### src/common/thg_pkg.sv
// Constants and types shared by the random word gate and its test bench
package thg_pkg;

	// Sampling rate of the raw entropy bit, derived from the system clock
	localparam int unsigned CLK_PERIOD_NS    = 10;
	localparam int unsigned SAMPLE_PERIOD_NS = 40;
	localparam int unsigned SAMPLE_CYC       = (SAMPLE_PERIOD_NS + CLK_PERIOD_NS - 1)
		/ CLK_PERIOD_NS;
	localparam int unsigned DIV_W            = 3;
	localparam logic [DIV_W-1:0] DIV_LAST    = DIV_W'(SAMPLE_CYC - 1);
	localparam logic [DIV_W-1:0] DIV_ZERO    = 3'h0;

	// Output word assembly
	localparam int unsigned WORD_W           = 32;
	localparam int unsigned WCNT_W           = 6;
	localparam logic [WCNT_W-1:0] WCNT_LAST  = WCNT_W'(WORD_W - 1);
	localparam logic [WCNT_W-1:0] WCNT_ZERO  = 6'h00;

	// Total failure test: a run of identical samples this long is a dead source
	localparam int unsigned RUN_W            = 6;
	localparam logic [RUN_W-1:0] RUN_LIMIT   = 6'h20;
	localparam logic [RUN_W-1:0] RUN_ONE     = 6'h01;

	// Online test: count of ones over a fixed window must stay within bounds
	localparam int unsigned WIN_W            = 10;
	localparam logic [WIN_W-1:0] WIN_LAST    = 10'h3FF;
	localparam logic [WIN_W-1:0] WIN_ZERO    = 10'h000;
	localparam int unsigned ONES_W           = 11;
	localparam logic [ONES_W-1:0] ONES_LO    = 11'h1C0;
	localparam logic [ONES_W-1:0] ONES_HI    = 11'h240;
	localparam logic [ONES_W-1:0] ONES_ZERO  = 11'h000;

	// Longest gap between two online test verdicts, in clock cycles
	localparam int unsigned GAP_W            = 13;
	localparam logic [GAP_W-1:0] GAP_MAX     = GAP_W'(SAMPLE_CYC * (int'(WIN_LAST) + 1));

	// Output buffer
	localparam int unsigned FIFO_DEPTH       = 4;

	// Health mode of the generator
	typedef enum logic [1:0] {
		THG_STARTUP,
		THG_RUN,
		THG_FAIL
	} thg_mode_t;

endpackage : thg_pkg

### src/verilog/thg_gate.sv
// Health tests and output gating for a physical random bit source
`timescale 1ns/1ps
`default_nettype none

// Functional notes
// RULE1: Detect dead source from the very first sample
// RULE2: After total failure, never deliver any word
// RULE3: Discard words built from bits after failure
// RULE4: Online test at start-up and throughout operation
// RULE5: No output before start-up pass, none after defect
// RULE6: Online test restarts every window, never on request
// RULE7: Output words are 32 bits wide
// RULE8: Entropy per bit above 0.997 on average
// RULE9: Valid with each word, sticky failure status
module thg_gate (
	input  wire logic                  CLK,
	input  wire logic                  SRST,
	input  wire logic                  RAW_BIT,
	output logic [thg_pkg::WORD_W-1:0] RND_DATA,
	output logic                       RND_VALID,
	input  wire logic                  RND_READY,
	output logic                       STARTUP_OK,
	output logic                       TOTAL_FAIL,
	output logic                       ONLINE_FAIL,
	output logic                       HEALTH_FAIL
);
	import thg_pkg::*;

	// Whole state of the gate in one record
	typedef struct packed {
		logic              sync1;
		logic              sync2;
		logic [DIV_W-1:0]  div;
		logic              run_bit;
		logic [RUN_W-1:0]  run_len;
		logic              tot_fail;
		logic [WIN_W-1:0]  win;
		logic [ONES_W-1:0] ones;
		logic              onl_fail;
		thg_mode_t         mode;
		logic [WORD_W-1:0] word;
		logic [WCNT_W-1:0] wcnt;
		logic              wfull;
	} thg_st_t;

	thg_st_t           st_q;
	thg_st_t           st_d;
	logic              samp;
	logic              rbit;
	logic              win_end;
	logic [ONES_W-1:0] ones_nx;
	logic              win_bad;
	logic              fifo_in_valid;
	logic              fifo_in_ready;
	logic              fifo_out_valid;
	logic              fifo_out_ready;
	logic              fifo_flush;
	logic              running;

	// Sample strobe from the divider and the settled raw bit
	assign samp    = (st_q.div == DIV_LAST);
	assign rbit    = st_q.sync2;
	assign win_end = samp && (st_q.win == WIN_LAST);
	assign ones_nx = st_q.ones + ONES_W'(rbit);
	assign win_bad = (ones_nx < ONES_LO) || (ones_nx > ONES_HI); // RULE8
	assign running = (st_q.mode == THG_RUN);

	// Words only enter the buffer while the source is trusted
	assign fifo_in_valid  = st_q.wfull && running; // RULE5
	assign fifo_flush     = !running; // RULE3
	assign fifo_out_ready = RND_READY && running;

	// Next-state logic: sampling, both health tests and word assembly
	always_comb
	begin
		st_d       = st_q;
		// Two flops before anything looks at the source
		st_d.sync1 = RAW_BIT;
		st_d.sync2 = st_q.sync1;
		st_d.div   = samp ? DIV_ZERO : st_q.div + DIV_W'(1);

		// A finished word leaves the assembler once the buffer takes it
		if (fifo_in_valid && fifo_in_ready)
		begin
			st_d.wfull = 1'b0;
			st_d.wcnt  = WCNT_ZERO;
		end

		if (samp)
		begin
			// Run length of identical samples; checked from the first sample on
			if (rbit == st_q.run_bit)
			begin
				if (st_q.run_len != RUN_LIMIT)
					st_d.run_len = st_q.run_len + RUN_ONE;
				if (st_q.run_len == RUN_LIMIT - RUN_ONE)
					st_d.tot_fail = 1'b1; // RULE1
			end
			else
			begin
				st_d.run_bit = rbit;
				st_d.run_len = RUN_ONE;
			end

			// Ones count over each window; a new window starts right away
			if (win_end)
			begin
				st_d.win  = WIN_ZERO; // RULE6
				st_d.ones = ONES_ZERO;
				if (win_bad)
					st_d.onl_fail = 1'b1; // RULE4
				else if (st_q.mode == THG_STARTUP && !st_q.tot_fail)
					st_d.mode = THG_RUN; // RULE5
			end
			else
			begin
				st_d.win  = st_q.win + WIN_W'(1);
				st_d.ones = ones_nx;
			end

			// Shift in a bit only while running and the word slot is free
			if (running && !st_q.wfull)
			begin
				st_d.word = {st_q.word[WORD_W-2:0], rbit}; // RULE7
				st_d.wcnt = st_q.wcnt + WCNT_W'(1);
				if (st_q.wcnt == WCNT_LAST)
					st_d.wfull = 1'b1;
			end
		end

		// Any failure freezes the gate for good and drops the part word.
		// The tests lag the real fault, so nothing in flight is trusted.
		if (st_d.tot_fail || st_d.onl_fail)
		begin
			st_d.mode  = THG_FAIL; // RULE2
			st_d.wfull = 1'b0; // RULE3
			st_d.wcnt  = WCNT_ZERO;
		end
	end

	// State register; a sticky failure clears only with reset
	always_ff @(posedge CLK)
	begin
		if (SRST)
			st_q <= '0;
		else
			st_q <= st_d;
	end

	// Output buffer; back-pressure stalls the word assembler
	thg_fifo #(
		.WIDTH (WORD_W),
		.DEPTH (FIFO_DEPTH)
	) u_fifo (
		.clk       (CLK),
		.srst      (SRST),
		.flush     (fifo_flush),
		.in_valid  (fifo_in_valid),
		.in_ready  (fifo_in_ready),
		.in_data   (st_q.word),
		.out_valid (fifo_out_valid),
		.out_ready (fifo_out_ready),
		.out_data  (RND_DATA)
	);

	// Outputs to the consumer; valid is gated again by the live status
	assign RND_VALID   = fifo_out_valid && running && !st_q.tot_fail
		&& !st_q.onl_fail; // RULE9
	assign STARTUP_OK  = running;
	assign TOTAL_FAIL  = st_q.tot_fail;
	assign ONLINE_FAIL = st_q.onl_fail;
	assign HEALTH_FAIL = st_q.tot_fail || st_q.onl_fail; // RULE9

	// Helper for checks: cycles since the last online test verdict
	logic [GAP_W-1:0] gap_q;

	always_ff @(posedge CLK)
	begin
		if (SRST)
			gap_q <= '0;
		else if (win_end)
			gap_q <= '0;
		else if (gap_q != GAP_MAX)
			gap_q <= gap_q + GAP_W'(1);
	end
endmodule : thg_gate

`default_nettype wire

### src/verilog/thg_fifo.sv
// Small synchronous FIFO with valid/ready on both sides and a flush
`timescale 1ns/1ps
`default_nettype none

module thg_fifo #(
	parameter int unsigned WIDTH = 32,
	parameter int unsigned DEPTH = 4
) (
	input  wire logic             clk,
	input  wire logic             srst,
	input  wire logic             flush,
	input  wire logic             in_valid,
	output logic                  in_ready,
	input  wire logic [WIDTH-1:0] in_data,
	output logic                  out_valid,
	input  wire logic             out_ready,
	output logic      [WIDTH-1:0] out_data
);

	// DEPTH must be a power of two so the pointers wrap by themselves
	localparam int unsigned PW = (DEPTH > 1) ? $clog2(DEPTH) : 1;
	localparam int unsigned CW = $clog2(DEPTH + 1);
	localparam logic [CW-1:0] CNT_FULL = CW'(DEPTH);
	localparam logic [CW-1:0] CNT_ONE  = CW'(1);
	localparam logic [PW-1:0] PTR_ONE  = PW'(1);

	typedef struct packed {
		logic [DEPTH-1:0][WIDTH-1:0] mem;
		logic [PW-1:0]               rd;
		logic [PW-1:0]               wr;
		logic [CW-1:0]               cnt;
	} thg_fifo_st_t;

	thg_fifo_st_t st_q;
	thg_fifo_st_t st_d;
	logic         push;
	logic         pop;

	// Honest flags straight from the fill count
	assign in_ready  = (st_q.cnt != CNT_FULL);
	assign out_valid = (st_q.cnt != '0);
	assign out_data  = st_q.mem[st_q.rd];
	assign push      = in_valid && in_ready;
	assign pop       = out_valid && out_ready;

	// Next state; a flush drops every stored word at once
	always_comb
	begin
		st_d = st_q;
		if (flush)
		begin
			st_d.rd  = '0;
			st_d.wr  = '0;
			st_d.cnt = '0;
		end
		else
		begin
			if (push)
			begin
				st_d.mem[st_q.wr] = in_data;
				st_d.wr = st_q.wr + PTR_ONE;
			end
			if (pop)
				st_d.rd = st_q.rd + PTR_ONE;
			if (push && !pop)
				st_d.cnt = st_q.cnt + CNT_ONE;
			else if (pop && !push)
				st_d.cnt = st_q.cnt - CNT_ONE;
		end
	end

	// State register
	always_ff @(posedge clk)
	begin
		if (srst)
			st_q <= '0;
		else
			st_q <= st_d;
	end

endmodule : thg_fifo

`default_nettype wire

### config.mk
export PLATFORM = sky130hd
export DESIGN_NAME = thg_gate
export DESIGN_NICKNAME = d
export VERILOG_FILES = /design/src/common/thg_pkg.sv /design/src/verilog/thg_gate.sv /design/src/verilog/thg_fifo.sv
export SDC_FILE = /design/constraint.sdc
export NUM_CORES = 1
export LEC_CHECK = 0
export ABC_AREA = 0
export BUFFER_PORTS_ARGS = -buffer_cell sky130_fd_sc_hd__buf_2
export CAP_MARGIN = 40
export CORE_ASPECT_RATIO = 1.75
export CORE_MARGIN = 8
export CORE_UTILIZATION = 61
export DETAILED_ROUTE_END_ITERATION = 8
export GPL_TIMING_DRIVEN = 0
export PLACE_DENSITY_LB_ADDON = 0.05
export SYNTH_ARGS = -nofsm -noshare
export SYNTH_HDL_FRONTEND = slang
export SYNTH_SLANG_ARGS = --single-unit
### constraint.sdc
create_clock -name CLK -period 3.3 [get_ports CLK]
set_input_delay 0.825 -clock CLK [delete_from_list [all_inputs] [get_ports CLK]]
set_output_delay 0.825 -clock CLK [all_outputs]
set_load 0.01 [all_outputs]
==> metrics.md <==
| Metric | Value |
|---|---|
| Slew headroom | `52.1%` |
| Setup TNS | `0 ns` |
| Crit end category | `output port` |
| Ports | `41` |
| # rows | `58` |
| WHS | `0.435 ns` |
| Fmax | `0.320 GHz` |
| Final Net Count | `1124` |
| Avg Vias per Cell | `5.64` |
| Total Power | `4.89 mW` |
| Worst Path Arrival | `2.30 ns` |
| CTS Hold Bufs | `0` |
| VDD IR max | `0.410 mV` |
| Synth area leaders | `dfxtp_1 (48%), nand2_1 (15%), a21oi_1 (10%)` |
| Gr ovfl total | `0` |
| CTS clk-pin slew, worst paths | `0.06 ns` |
| Syn_area_per_cell | `8.47 um^2` |
| Final Hold Vio Count | `0` |
| Max FO, Critical Path | `10` |
| P_leak | `3.42 nW` |
| Clock Path Buffers | `3` |
| Worst-Skew Late Latency | `0.49 ns` |
| Placer Congestion | `0.838` |
| Unrepaired setup endpoints after global routing | `false` |
| Synthesized instance count | `1045` |
| Final setup violation count | `0` |
| Worst Skew | `0.0116 ns` |
| Post-DR wirelength/cell | `16.8 um` |
| Root Driver | `clkbuf_16` |
| Sink Count | `211` |
| Number of diodes | `0` |
| CTS tree | `yes` |
| Placed wire-length estimate | `15100 um` |
| Share of cells above drive strength 1 | `13.2%` |
| Pwr per Cell Area | `493 nW/um^2` |
| Initial antenna violation count | `0` |
| Antenna-violating nets left | `0` |
| GRT Resource Usage Total | `23.5%` |
| Kind of critical path | `reg -> out` |
| Hold WC Path Type | `reg -> reg` |
| Fin crit period | `3.13 ns` |
| Port bufs | `39` |
| Iter 0 DRT Violations | `334` |
| Global-route wire length before repair | `36000 um` |
| Final period util | `94.7%` |
| Status | `finished, final reports clean` |
| Syn Nets | `1063` |
| Crit start category | `flop` |
| Data required, critical path | `2.47 ns` |
| Core region area | `14300 um^2` |
| Drt total wl | `21800 um` |
| Largest net degree at the start of global routing | `15` |
| Post-synth EDFFs | `0` |
| Synth async-reset ratio | `0%` |
| Synth warn | `0` |
| Register bit total from synthesis | `211` |
| Die width | `107 um` |
| Main flop type after synthesis | `dfxtp_1` |
| Max-slew violations | `0` |
| Filler Cells Inserted | `1191` |
| First drt pass iteration count | `6` |
| DR vias | `7317` |
| Clock buffers created by TritonCTS | `20` |
| Initial Utilization | `61.9%` |
| Netlist cell types | `57` |
| Sequential share of the synthesized area | `47.7%` |
| Share of the synthesized area in the top cell type | `47.7%` |
| Postcts setup bufs | `0` |
| Total of max-cap violations | `0` |
| Vias in the first global route | `7485` |
| Drc violations | `0` |
| Cell with the most instances after synthesis | `nand2_1` |
| Full die area | `18800 um^2` |
| Die Y-Extent | `175 um` |
| Area leader, netlist | `dfxtp_1` |
| Mapped cell area | `8850 um^2` |
| Commonest cells post-synth | `nand2_1 (353), dfxtp_1 (211), a21oi_1 (182)` |
| Synthesis-to-finish area growth | `11.8%` |
| H-Tree Depth | `1` |
| Worst-Margin Slew | `0.710 ns` |
-- critical path, stage by stage, from the launching register on --
cell and delay [ns]:
dfxtp_1 0.31, clkbuf_1 0.33, buf_2 0.44, mux4_2 0.57, buf_2 0.16
-- cells by family after synthesis --
| group | after synthesis | synth area share, % |
|---|---|---|
| buf+inv | 84 | 4.03 |
| compound gates | 217 | 13.3 |
| simple gates | 459 | 21.9 |
| fa+ha+maj | 14 | 2.06 |
| xor+xnor | 25 | 2.47 |
| flops | 211 | 47.7 |
| mux | 35 | 8.48 |
-- layout by cell type (no fill, tap or decap), types with 2 or more instances in the layout --
cell	count
nand2_1	353
dfxtp_1	211
a21oi_1	182
buf_2	71
clkbuf_1	40
nor2_1	39
mux4_2	32
clkbuf_16	21
xnor2_1	15
o21ai_0	15
inv_1	13
ha_1	13
xor2_1	10
nand4_1	10
nor3_1	9
nand3_1	8
and2_1	7
a22o_1	4
nand3b_1	4
nand2b_1	4
and3_1	4
nor2b_1	3
o31ai_1	3
mux2i_1	3
clkinv_2	3
inv_2	2
or3_1	2
or4_1	2
clkbuf_8	2
-- stage by stage --
stage	worst slack [ns]	util, %	instances	instance area, um^2
4_1_cts	0.122	69.3	1297	9900
3_3_place_gp	0.417	64.9	1264	9270
6_report	0.173	69.3	1297	9900
5_1_grt	0.00331	69.3	1297	9900
2_1_floorplan	0.945	-	1045	8850
3_5_place_dp	0.436	64.9	1264	9270
-- state kept, by name, indices dropped and copies added (netlist names) --
signal,flops
u_fifo.st_q,135
st_q,72
ONLINE_FAIL,1
TOTAL_FAIL,1
rbit,1
st_d,1
-- routing by layer --
layer | vias up | share of wire, % | GRT usage [%]
li1 | 3636 | - | -
met1 | 3507 | 38 | 24.0
met2 | 135 | 55 | 45.4
met3 | 39 | 4.4 | 3.78
met4 | 0 | 2.5 | 9.14
met5 | - | 0 | 0
-- area by class of cell --
cell class / count / area (um^2) / area share (%)
flip-flops and latches: 211 / 4220 / 42.7
clock inverters: 5 / 52.6 / 0.531
repair buffers: 39 / 195 / 1.97
clock buffers: 28 / 572 / 5.77
inverters: 15 / 56.3 / 0.569
plain buffers: 69 / 304 / 3.07
multi-input cells: 750 / 4270 / 43.2
well taps: 180 / 225 / 2.27
-- where the power goes --
group	switching [mW]	internal, mW	leakage [nW]
logic	0.0727	0.0190	1.41
clock network	0.952	1.28	0.305
registers	0.00506	2.55	1.70
-- path summary, 6_finish.rpt --
kind / from / to / slack (ns) / depth (start not counted)
worst min-delay path: st_q[71] / st_q[71] / 0.43 / 1
worst max register to register: rbit / st_q[1] / 0.73 / 8
worst min register to register: st_q[71] / st_q[71] / 0.43 / 1
worst max-delay path: u_fifo.st_q[6] / RND_DATA[21] / 0.17 / 4
-- what timing repair did --
action / CTS / global route
setup endpoints to repair: 20 / 0
endpoints found under the hold margin: 0 / 0
resized for setup: 3 / 0
Note: power is estimated with default switching activity, not from simulation.
